--- src/design/nvmc_pkg.sv ---
package nvmc_pkg;

	////////////////////////////////////////////////////////////////
	// register byte offsets on the plain register port
	localparam logic [3:0] ADDR_CTRL = 4'h0;
	localparam logic [3:0] ADDR_STAT = 4'h4;
	localparam logic [3:0] ADDR_MASK = 4'h8;

	////////////////////////////////////////////////////////////////
	// nvm_control_one field positions
	localparam int BIT_UNUSED = 7;
	localparam int BIT_CFG    = 6;
	localparam int BIT_LATCH  = 5;
	localparam int BIT_ERASE  = 4;
	localparam int BIT_ERR    = 3;
	localparam int BIT_WRITE_ENABLE_GATE   = 2;
	localparam int BIT_WR     = 1;
	localparam int BIT_RD     = 0;

	// values after reset
	localparam logic       CTRL_BIT_RESET = 1'b0;
	localparam logic [2:0] STAT_RESET     = 3'h0;
	localparam logic [2:0] MASK_RESET     = 3'h0;

	////////////////////////////////////////////////////////////////
	// event bits, shared by status and mask
	localparam int EVT_W     = 3;
	localparam int EVT_WDONE = 0;
	localparam int EVT_RDONE = 1;
	localparam int EVT_ERR   = 2;

	// data widths
	localparam int WORD_W = 14;
	localparam int EE_W   = 8;

	////////////////////////////////////////////////////////////////
	// operation handed to the array
	typedef enum logic [1:0] {
		OP_LATCH       = 2'b00,
		OP_FLASH_WRITE = 2'b01,
		OP_FLASH_ERASE = 2'b10,
		OP_EEPROM      = 2'b11
	} nvmc_op_e;

	// write sequencer states
	typedef enum logic [1:0] {
		ST_IDLE  = 2'b00,
		ST_LATCH = 2'b01,
		ST_WAIT  = 2'b10
	} nvmc_state_e;

endpackage

--- src/design/nvmc_evt_if.sv ---
`timescale 1ns/1ps
interface nvmc_evt_if;
	logic [nvmc_pkg::EVT_W-1:0] evt;
	logic                       statWr;
	logic                       maskWr;
	logic [nvmc_pkg::EVT_W-1:0] wdata;
	logic [nvmc_pkg::EVT_W-1:0] status;
	logic [nvmc_pkg::EVT_W-1:0] mask;

	modport ctrl (output evt, statWr, maskWr, wdata, input status, mask);
	modport irq (input evt, statWr, maskWr, wdata, output status, mask);
endinterface

--- src/design/nvmc_sync.sv ---
`timescale 1ns/1ps
module nvmc_sync (
	// clock and reset
	input  wire logic clk_sys,
	input  wire logic rst,
	// level from the self-timer domain
	input  wire logic asyncIn,
	output logic      syncOut
);
	logic stage1_reg;

	// two stages; only the second stage is read outside
	always_ff @(posedge clk_sys or posedge rst) begin
		if (rst) begin
			stage1_reg <= 1'b0;
			syncOut    <= 1'b0;
		end else begin
			stage1_reg <= asyncIn;
			syncOut    <= stage1_reg;
		end
	end
endmodule

--- src/design/nvmc_irq.sv ---
`timescale 1ns/1ps
module nvmc_irq (
	// clock and reset
	input  wire logic clk_sys,
	input  wire logic rst,
	// events and register access
	nvmc_evt_if.irq   bus,
	// level interrupt
	output logic      irq
);
	logic [nvmc_pkg::EVT_W-1:0] status_reg;
	logic [nvmc_pkg::EVT_W-1:0] mask_reg;

	assign bus.status = status_reg;
	assign bus.mask   = mask_reg;

	// sticky status, write one to clear; a new event beats the clear
	always_ff @(posedge clk_sys or posedge rst) begin
		if (rst) begin
			status_reg <= nvmc_pkg::STAT_RESET;
		end else if (bus.statWr) begin
			status_reg <= (status_reg & ~bus.wdata) | bus.evt;
		end else begin
			status_reg <= status_reg | bus.evt;
		end
	end

	// mask register
	always_ff @(posedge clk_sys or posedge rst) begin
		if (rst) begin
			mask_reg <= nvmc_pkg::MASK_RESET;
		end else if (bus.maskWr) begin
			mask_reg <= bus.wdata;
		end
	end

	// registered output, one cycle behind status
	always_ff @(posedge clk_sys or posedge rst) begin
		if (rst) begin
			irq <= 1'b0;
		end else begin
			irq <= |(status_reg & mask_reg);
		end
	end
endmodule

--- src/design/nvmc_ctrl.sv ---
// Overview of operation
// - bit 7 reads zero, writes to it are dropped.
// - space select one targets EEPROM/config/IDs, zero targets program flash.
// - latch only with erase clear just loads the word latch, no array cycle.
// - latch only clear commits latches; erase select overrides latch only.
// - erase select on flash erases the whole 32-word row to ones.
// - error flag set on reset-cut write, broken unlock, or protected write start.
// - write enable gate clear blocks every program and erase cycle.
// - write start on EEPROM begins erase+program; reads one until done.
// - write start ignored when address is neither EEPROM nor flash.
// - read start fetches the word within one cycle, then self-clears.
// - read start is set-only by software, cleared only by hardware.
// - error flag content is not guaranteed while a write runs.
// - error flag cleared only by software, software may also set it; here every reset clears it too.
// - write start accepted only after the unlock sequence.
// - writes self-timed; write start clears on completion, zero writes ignored.
// - EEPROM read loads only the low byte of the data pair.
//
// Implementation choices: the address-and-strobe port and the register addresses.
`timescale 1ns/1ps
module nvmc_ctrl (
	// clock and reset
	input  wire logic                           clk_sys,
	input  wire logic                           rst,
	// register port
	input  wire logic [3:0]                     regAddr,
	input  wire logic [31:0]                    regWdata,
	input  wire logic                           regWrite,
	input  wire logic                           regRead,
	output logic      [31:0]                    regRdata,
	// address decode of nvm_address_pair
	input  wire logic                           addrIsEeprom,
	input  wire logic                           addrIsFlash,
	input  wire logic                           addrProtected,
	// unlock sequence detector
	input  wire logic                           unlockArmed,
	input  wire logic                           unlockAborted,
	output logic                                unlockConsume,
	// retained flag: a write was cut by reset
	input  wire logic                           writeInterrupted,
	// array and self-timer
	input  wire logic                           arrayDoneAsync,
	input  wire logic [nvmc_pkg::WORD_W-1:0]    arrayRdata,
	output logic                                opStart,
	output logic      [1:0]                     opCode,
	output logic                                configSpaceSelect,
	// nvm_data_pair load
	output logic                                dataLoad,
	output logic                                dataLoadHigh,
	output logic      [nvmc_pkg::WORD_W-1:0]    dataWord,
	// interrupt
	output logic                                irq
);

	////////////////////////////////////////////////////////////////
	// declarations

	nvmc_evt_if evtBus ();

	nvmc_pkg::nvmc_state_e state_reg;
	nvmc_pkg::nvmc_op_e    opSel;

	logic       cfg_reg;
	logic       latch_reg;
	logic       erase_reg;
	logic       write_enable_gate_reg;
	logic       err_reg;
	logic       rd_reg;
	logic       firstCycle_reg;
	logic       doneSeen_reg;
	logic       doneSync;
	logic       doneRise;
	logic       ctrlWr;
	logic       wrAttempt;
	logic       wrAccept;
	logic       protErr;
	logic       resetCatch;
	logic       hwErrSet;
	logic       rdSet;
	logic       wrBit;
	logic       opDone;
	logic [7:0] ctrlView;

	////////////////////////////////////////////////////////////////
	// helpers

	// operation chosen by the space and mode bits
	function automatic nvmc_pkg::nvmc_op_e opDecode(
		input logic ee,
		input logic erase,
		input logic latch
	);
		if (ee) begin
			opDecode = nvmc_pkg::OP_EEPROM;
		end else if (erase) begin
			opDecode = nvmc_pkg::OP_FLASH_ERASE;
		end else if (latch) begin
			opDecode = nvmc_pkg::OP_LATCH;
		end else begin
			opDecode = nvmc_pkg::OP_FLASH_WRITE;
		end
	endfunction

	////////////////////////////////////////////////////////////////
	// completion from the self-timer, which runs on its own oscillator

	nvmc_sync doneSyncer (
		.clk_sys (clk_sys),
		.rst     (rst),
		.asyncIn (arrayDoneAsync),
		.syncOut (doneSync)
	);

	// edge detect after the synchroniser
	always_ff @(posedge clk_sys or posedge rst) begin
		if (rst) begin
			doneSeen_reg <= 1'b0;
		end else begin
			doneSeen_reg <= doneSync;
		end
	end

	assign doneRise = doneSync & ~doneSeen_reg;

	////////////////////////////////////////////////////////////////
	// write request qualification

	assign ctrlWr    = regWrite && (regAddr == nvmc_pkg::ADDR_CTRL);
	assign wrBit     = (state_reg != nvmc_pkg::ST_IDLE);

	// a one written to write start while idle; zero writes do nothing
	assign wrAttempt = ctrlWr && regWdata[nvmc_pkg::BIT_WR] && !wrBit;

	// protected target flags an error even without a start
	assign protErr   = wrAttempt && addrProtected
		&& (addrIsEeprom || addrIsFlash);

	// every gate must be open for a cycle to start
	assign wrAccept  = wrAttempt
		&& unlockArmed
		&& write_enable_gate_reg
		&& (addrIsEeprom || addrIsFlash)
		&& !addrProtected;

	assign opSel = opDecode(addrIsEeprom, erase_reg, latch_reg);

	////////////////////////////////////////////////////////////////
	// mode bits; cleared by every reset

	always_ff @(posedge clk_sys or posedge rst) begin
		if (rst) begin
			cfg_reg   <= nvmc_pkg::CTRL_BIT_RESET;
			latch_reg <= nvmc_pkg::CTRL_BIT_RESET;
			erase_reg <= nvmc_pkg::CTRL_BIT_RESET;
			write_enable_gate_reg  <= nvmc_pkg::CTRL_BIT_RESET;
		end else if (ctrlWr) begin
			cfg_reg   <= regWdata[nvmc_pkg::BIT_CFG];
			latch_reg <= regWdata[nvmc_pkg::BIT_LATCH];
			erase_reg <= regWdata[nvmc_pkg::BIT_ERASE];
			write_enable_gate_reg  <= regWdata[nvmc_pkg::BIT_WRITE_ENABLE_GATE];
		end
	end

	// space select goes straight out to the address decoder
	always_ff @(posedge clk_sys or posedge rst) begin
		if (rst) begin
			configSpaceSelect <= nvmc_pkg::CTRL_BIT_RESET;
		end else if (ctrlWr) begin
			configSpaceSelect <= regWdata[nvmc_pkg::BIT_CFG];
		end
	end

	////////////////////////////////////////////////////////////////
	// error flag

	// reset cannot load a port, so the retained flag is caught after release
	always_ff @(posedge clk_sys or posedge rst) begin
		if (rst) begin
			firstCycle_reg <= 1'b1;
		end else begin
			firstCycle_reg <= 1'b0;
		end
	end

	assign resetCatch = firstCycle_reg && writeInterrupted;
	assign hwErrSet   = resetCatch || unlockAborted || protErr;

	// hardware only sets; software clears or sets for tests; set wins
	always_ff @(posedge clk_sys or posedge rst) begin
		if (rst) begin
			err_reg <= nvmc_pkg::CTRL_BIT_RESET;
		end else if (ctrlWr) begin
			err_reg <= regWdata[nvmc_pkg::BIT_ERR] | hwErrSet;
		end else if (hwErrSet) begin
			err_reg <= 1'b1;
		end
	end

	////////////////////////////////////////////////////////////////
	// write sequencer; write start reads one outside idle

	always_ff @(posedge clk_sys or posedge rst) begin
		if (rst) begin
			state_reg <= nvmc_pkg::ST_IDLE;
		end else begin
			case (state_reg)
				nvmc_pkg::ST_IDLE: begin
					if (wrAccept && opSel == nvmc_pkg::OP_LATCH) begin
						state_reg <= nvmc_pkg::ST_LATCH;
					end else if (wrAccept) begin
						state_reg <= nvmc_pkg::ST_WAIT;
					end
				end
				nvmc_pkg::ST_LATCH: begin
					state_reg <= nvmc_pkg::ST_IDLE;
				end
				nvmc_pkg::ST_WAIT: begin
					if (doneRise) begin
						state_reg <= nvmc_pkg::ST_IDLE;
					end
				end
				default: begin
					state_reg <= nvmc_pkg::ST_IDLE;
				end
			endcase
		end
	end

	assign opDone = (state_reg == nvmc_pkg::ST_LATCH)
		|| (state_reg == nvmc_pkg::ST_WAIT && doneRise);

	// one-cycle start toward the array with the chosen operation
	always_ff @(posedge clk_sys or posedge rst) begin
		if (rst) begin
			opStart <= 1'b0;
			opCode  <= nvmc_pkg::OP_LATCH;
		end else begin
			opStart <= wrAccept;
			if (wrAccept) begin
				opCode <= opSel;
			end
		end
	end

	// any attempt uses up the unlock, so a retry needs a fresh sequence
	always_ff @(posedge clk_sys or posedge rst) begin
		if (rst) begin
			unlockConsume <= 1'b0;
		end else begin
			unlockConsume <= wrAttempt;
		end
	end

	////////////////////////////////////////////////////////////////
	// read start: set by software, held for one cycle only

	assign rdSet = ctrlWr && regWdata[nvmc_pkg::BIT_RD];

	always_ff @(posedge clk_sys or posedge rst) begin
		if (rst) begin
			rd_reg <= nvmc_pkg::CTRL_BIT_RESET;
		end else begin
			rd_reg <= rdSet;
		end
	end

	// word is taken from the array while read start is high
	always_ff @(posedge clk_sys or posedge rst) begin
		if (rst) begin
			dataLoad     <= 1'b0;
			dataLoadHigh <= 1'b0;
			dataWord     <= '0;
		end else begin
			dataLoad     <= rd_reg;
			dataLoadHigh <= rd_reg && !addrIsEeprom;
			if (rd_reg && addrIsEeprom) begin
				dataWord <= {{(nvmc_pkg::WORD_W-nvmc_pkg::EE_W){1'b0}},
					arrayRdata[nvmc_pkg::EE_W-1:0]};
			end else if (rd_reg) begin
				dataWord <= arrayRdata;
			end
		end
	end

	////////////////////////////////////////////////////////////////
	// interrupt events and register traffic

	assign evtBus.evt[nvmc_pkg::EVT_WDONE] = opDone;
	assign evtBus.evt[nvmc_pkg::EVT_RDONE] = rd_reg;
	assign evtBus.evt[nvmc_pkg::EVT_ERR]   = hwErrSet;
	assign evtBus.statWr = regWrite && (regAddr == nvmc_pkg::ADDR_STAT);
	assign evtBus.maskWr = regWrite && (regAddr == nvmc_pkg::ADDR_MASK);
	assign evtBus.wdata  = regWdata[nvmc_pkg::EVT_W-1:0];

	nvmc_irq irqUnit (
		.clk_sys (clk_sys),
		.rst     (rst),
		.bus     (evtBus.irq),
		.irq     (irq)
	);

	////////////////////////////////////////////////////////////////
	// read back

	// error flag is shown as stored even mid-write; undefined there anyway
	always_comb begin
		ctrlView                      = 8'h00;
		ctrlView[nvmc_pkg::BIT_UNUSED] = 1'b0;
		ctrlView[nvmc_pkg::BIT_CFG]    = cfg_reg;
		ctrlView[nvmc_pkg::BIT_LATCH]  = latch_reg;
		ctrlView[nvmc_pkg::BIT_ERASE]  = erase_reg;
		ctrlView[nvmc_pkg::BIT_ERR]    = err_reg;
		ctrlView[nvmc_pkg::BIT_WRITE_ENABLE_GATE]   = write_enable_gate_reg;
		ctrlView[nvmc_pkg::BIT_WR]     = wrBit;
		ctrlView[nvmc_pkg::BIT_RD]     = rd_reg;
	end

	// data stand for the one cycle after the strobe, zero otherwise
	always_ff @(posedge clk_sys or posedge rst) begin
		if (rst) begin
			regRdata <= 32'h0000_0000;
		end else if (regRead) begin
			case (regAddr)
				nvmc_pkg::ADDR_CTRL: begin
					regRdata <= {24'h00_0000, ctrlView};
				end
				nvmc_pkg::ADDR_STAT: begin
					regRdata <= {29'h0000_0000, evtBus.status};
				end
				nvmc_pkg::ADDR_MASK: begin
					regRdata <= {29'h0000_0000, evtBus.mask};
				end
				default: begin
					regRdata <= 32'h0000_0000;
				end
			endcase
		end else begin
			regRdata <= 32'h0000_0000;
		end
	end

endmodule

--- config.mk ---
export PLATFORM = sky130hd
export DESIGN_NAME = nvmc_ctrl
export DESIGN_NICKNAME = d
export VERILOG_FILES = /design/src/design/nvmc_pkg.sv /design/src/design/nvmc_evt_if.sv /design/src/design/nvmc_sync.sv /design/src/design/nvmc_irq.sv /design/src/design/nvmc_ctrl.sv
export SDC_FILE = /design/constraint.sdc
export NUM_CORES = 1
export LEC_CHECK = 0
export BUFFER_PORTS_ARGS = -buffer_cell sky130_fd_sc_hd__buf_2
export CORE_MARGIN = 2
export CORE_UTILIZATION = 45
export DETAILED_ROUTE_END_ITERATION = 8
export PLACE_DENSITY = 0.86
export SYNTH_ARGS = -nofsm -noshare
export SYNTH_HDL_FRONTEND = slang
export SYNTH_SLANG_ARGS = --single-unit
--- constraint.sdc ---
create_clock -name clk_sys -period 4.1 [get_ports clk_sys]
set_clock_uncertainty 0.05 [all_clocks]
set_input_delay 0.82 -clock clk_sys [delete_from_list [all_inputs] [get_ports clk_sys]]
set_output_delay 0.82 -clock clk_sys [all_outputs]
set_load 0.1 [all_outputs]
==> results.yml <==
outcome:
  outcome: "complete, no violations"
sta:
  tcrit_tclk_final_pct: 47.7
  report.final.hold_viol_count: 0
  setup_tns_final_ns: 0
  period_minus_slack_ns: 1.96
  achievable-frequency_mhz: 511
  timing.final.max_slew_violations: 0
  setup_viol: 0
  tightest_slew_ns: 0.937
  setup_repair_after_global_routing_missed_its_margin: "false"
  slew_headroom_pct: 37.4
  post-route-worst-setup-slack_ns: 2.14
cells_and_area:
  fillCellCount: 397
  diodes: 0
  most-common-layout-cells: "sky130_fd_sc_hd__buf_2 (64), sky130_fd_sc_hd__dfrtp_1 (45), sky130_fd_sc_hd__conb_1 (26)"
  layout-area-overhead-vs-synth_pct: 19.5
  layout_commonest_cell: "sky130_fd_sc_hd__buf_2"
  final_layout_size_suffix_gt1_share_pct: 39.1
  largest_register_by_flop_count: "dataWord"
  finish.net_count: 298
  final_area_sq_um: 2350
  top_regs: "dataWord (14), regRdata (7)"
  largest_register_ffs: 14
clock_network:
  numClockSinks: 46
  post-cts-setup-buffers: 0
  cts_tree: "done"
  cts_hold_buffers: 0
  htreeDepth: 2
  clockBufferDepth: 2
  cts-resized-gates: 0
  cts-root-buf: "sky130_fd_sc_hd__clkbuf_8"
  worst_setup_hold_path_clk_slew_ns: 0.09
  clk_latency_ns: 0.30
  cts-buffers-inserted: 5
floorplan:
  fp-row-count: 24
  chipHeight_um: 70.2
  number_of_primary_i_o_pins: 115
  die_area_sq_um: 4920
  chipWidth_um: 70.2
  starting_density_of_the_core_pct: 45.9
  core_sq_um: 4290
pwr:
  ir_worst_vdd_mv: 0.303
  p_per_area_nw_per_um2: 586
  power_switching_uw: 616
  sw_frac_of_total_pct: 44.6
  power.share.combinational_pct: 37.1
  post-layout-total-power_mw: 1.38
  intPower_uw: 764
  clockPowerShare_pct: 23.7
  p_leak_nw: 1.27
  power.sequential.fraction_pct: 39.2
synthesis:
  syn-cell-area_sq_um: 1970
  synthDistinctLibCells: 31
  largest_family_of_logic_cells_by_synthesized_area: "buffers and inverters"
  yosysSeqAreaShare_pct: 58.5
  synth_area_leaders: "sky130_fd_sc_hd__dfrtp_1 (57%), sky130_fd_sc_hd__buf_4 (9.5%), sky130_fd_sc_hd__mux2_2 (8.0%), sky130_fd_sc_hd__inv_1 (2.7%), sky130_fd_sc_hd__o21ai_0 (2.3%)"
  yosys_warnings: 0
  synthAdderAreaFrac_pct: 0
  synthSimpleGateAreaFrac_pct: 11.2
  compound_gate_fraction_of_synth_area_pct: 6.86
  synth_seq_cells: 46
  syn_inst: 170
  synthDominantCellAreaShare_pct: 57.1
  synth_xor_xnor_area_share_pct: 0
  multiplexer_fraction_of_the_synthesized_cell_area_pct: 10.3
  cell_taking_the_most_area_after_synthesis: "sky130_fd_sc_hd__dfrtp_1"
  synthesis.area_per_instance_sq_um: 11.6
grt:
  grt_pass1_vias: 1211
  grt_max_degree: 47
  antenna_found_initial: 0
  grt_pass1_wl_um: 5840
  grtUsageTotal_pct: 15.2
  grt_overflow: 0
routing:
  remaining_drc_errors: 0
  ant_nets: 0
  drt_first_iter_violations: 99
  drt_wl_total_um: 3610
  wl_per_cell_um: 12.5
  drtPass1Iterations: 4
  detailroute.via_count: 1337
  avgViaCountPerCell: 4.61
critical_path:
  r2r-start: "state_reg[0]"
  worst_reg2reg_path_endpoint: "opCode[0]"
  cpPeakStageDelay_ns: 0.43
  cp_num_buf_inv: 1
  timing.critical_path.from_type: "register"
  worst-endpoint-required_ns: 3.23
  critical_path.cell_chain: "buf_2"
  crit_type: "reg2out"
  timing.critical_path.slowest_stage_cell: "sky130_fd_sc_hd__buf_2"
  critPathMaxFanout: 2
  ff2ff_setup_slack_ns: 2.34
  worstPathArrival_ns: 1.09
  critPathTopFamily: "buffers and inverters"
  worst-r2r-cell-count: 4
  cp-end-kind: "primary output"
placement:
  place_worst_setup_slack_ns: 1.87
  gpl.final_weighted_congestion: 0.794
  placement.cell_area_sq_um: 2250
  dpl.hpwl_um: 2640
  port-buffer-count: 64
min_path:
  worst_hold_path_type: "reg2reg"
  worst_hold_path.num_cells: 0
  destination_of_the_worst_hold_path: "doneSyncer.syncOut"
  worstHoldStart: "doneSyncer.stage1_reg"
run:
  drv.max_cap_violation_count: 0
==> how the worst max path moves through the flow <==
stage	startpoint	slack [ns]	depth (start not counted)	to
after floorplan	regAddr[2]	2.05	5	opCode[0]
after global placement	regAddr[3]	1.87	5	opCode[0]
after detailed placement	regAddr[3]	1.87	5	opCode[0]
after CTS	dataWord[0]	2.12	1	dataWord[0]
after global routing	regAddr[1]	2.05	5	opCode[0]
final	dataWord[0]	2.14	1	dataWord[0]
==> logic make-up after synthesis <==
group / after synthesis
buffers and inverters: 43
and+or+nand+nor: 41
AOI/OAI and AO/OA: 21
muxes: 18
other: 1
DFF: 46
==> synth_stat cells, drive strengths merged <==
| cell | number |
|---|---|
| o211ai | 1 |
| and2 | 4 |
| a221o | 1 |
| mux2 | 15 |
| o21ai | 9 |
| conb | 1 |
| nor4 | 2 |
| dfstp | 1 |
| o21bai | 1 |
| and4b | 1 |
| nand4 | 1 |
| dfrtp | 45 |
| a222oi | 1 |
| a211o | 1 |
| nand2 | 12 |
| nor3 | 5 |
| a32o | 1 |
| nor2 | 10 |
| mux2i | 3 |
| nand2b | 1 |
| nand3 | 2 |
| a21oi | 4 |
| inv | 14 |
| clkbuf | 3 |
| nor2b | 3 |
| a21o | 2 |
| buf | 26 |
==> metal layers <==
layer,GRT usage [%],up-vias,part of all wire (%)
li1,-,643,-
met1,20.8,644,42
met2,23.5,45,51
met3,5.19,5,5.6
met4,3.85,0,1.1
met5,0,-,0
==> power by group through the flow <==
stage                     clock network [mW]  logic, mW  registers [mW]
after floorplan                            0      0.186           0.818
after global placement                     0      0.508           0.547
after detailed placement                   0      0.514           0.551
after CTS                              0.339      0.514           0.542
after global routing                   0.358      0.530           0.547
final                                  0.327      0.512           0.541
==> through the flow <==
| stage | hold slack [ns] | instances | utilization (%) |
|---|---|---|---|
| final | 0.304 | 290 | 54.8 |
| after global placement | 0.284 | 282 | 52.3 |
| after floorplan | 0.281 | 195 | - |
| after CTS | 0.305 | 290 | 54.8 |
| after detailed placement | 0.286 | 282 | 52.3 |
| after global routing | 0.327 | 290 | 54.8 |
==> final cells by class <==
cell class / instances / area [sq um] / area share, %
clock inverters: 3 / 40.0 / 1.70
repair buffers: 64 / 320 / 13.6
multi-input cells: 106 / 656 / 27.8
inverters: 14 / 52.6 / 2.23
well taps: 52 / 65.1 / 2.76
flip-flops and latches: 46 / 1150 / 48.9
clock buffers: 5 / 68.8 / 2.92
No activity file was read; power rests on OpenSTA's default activity.
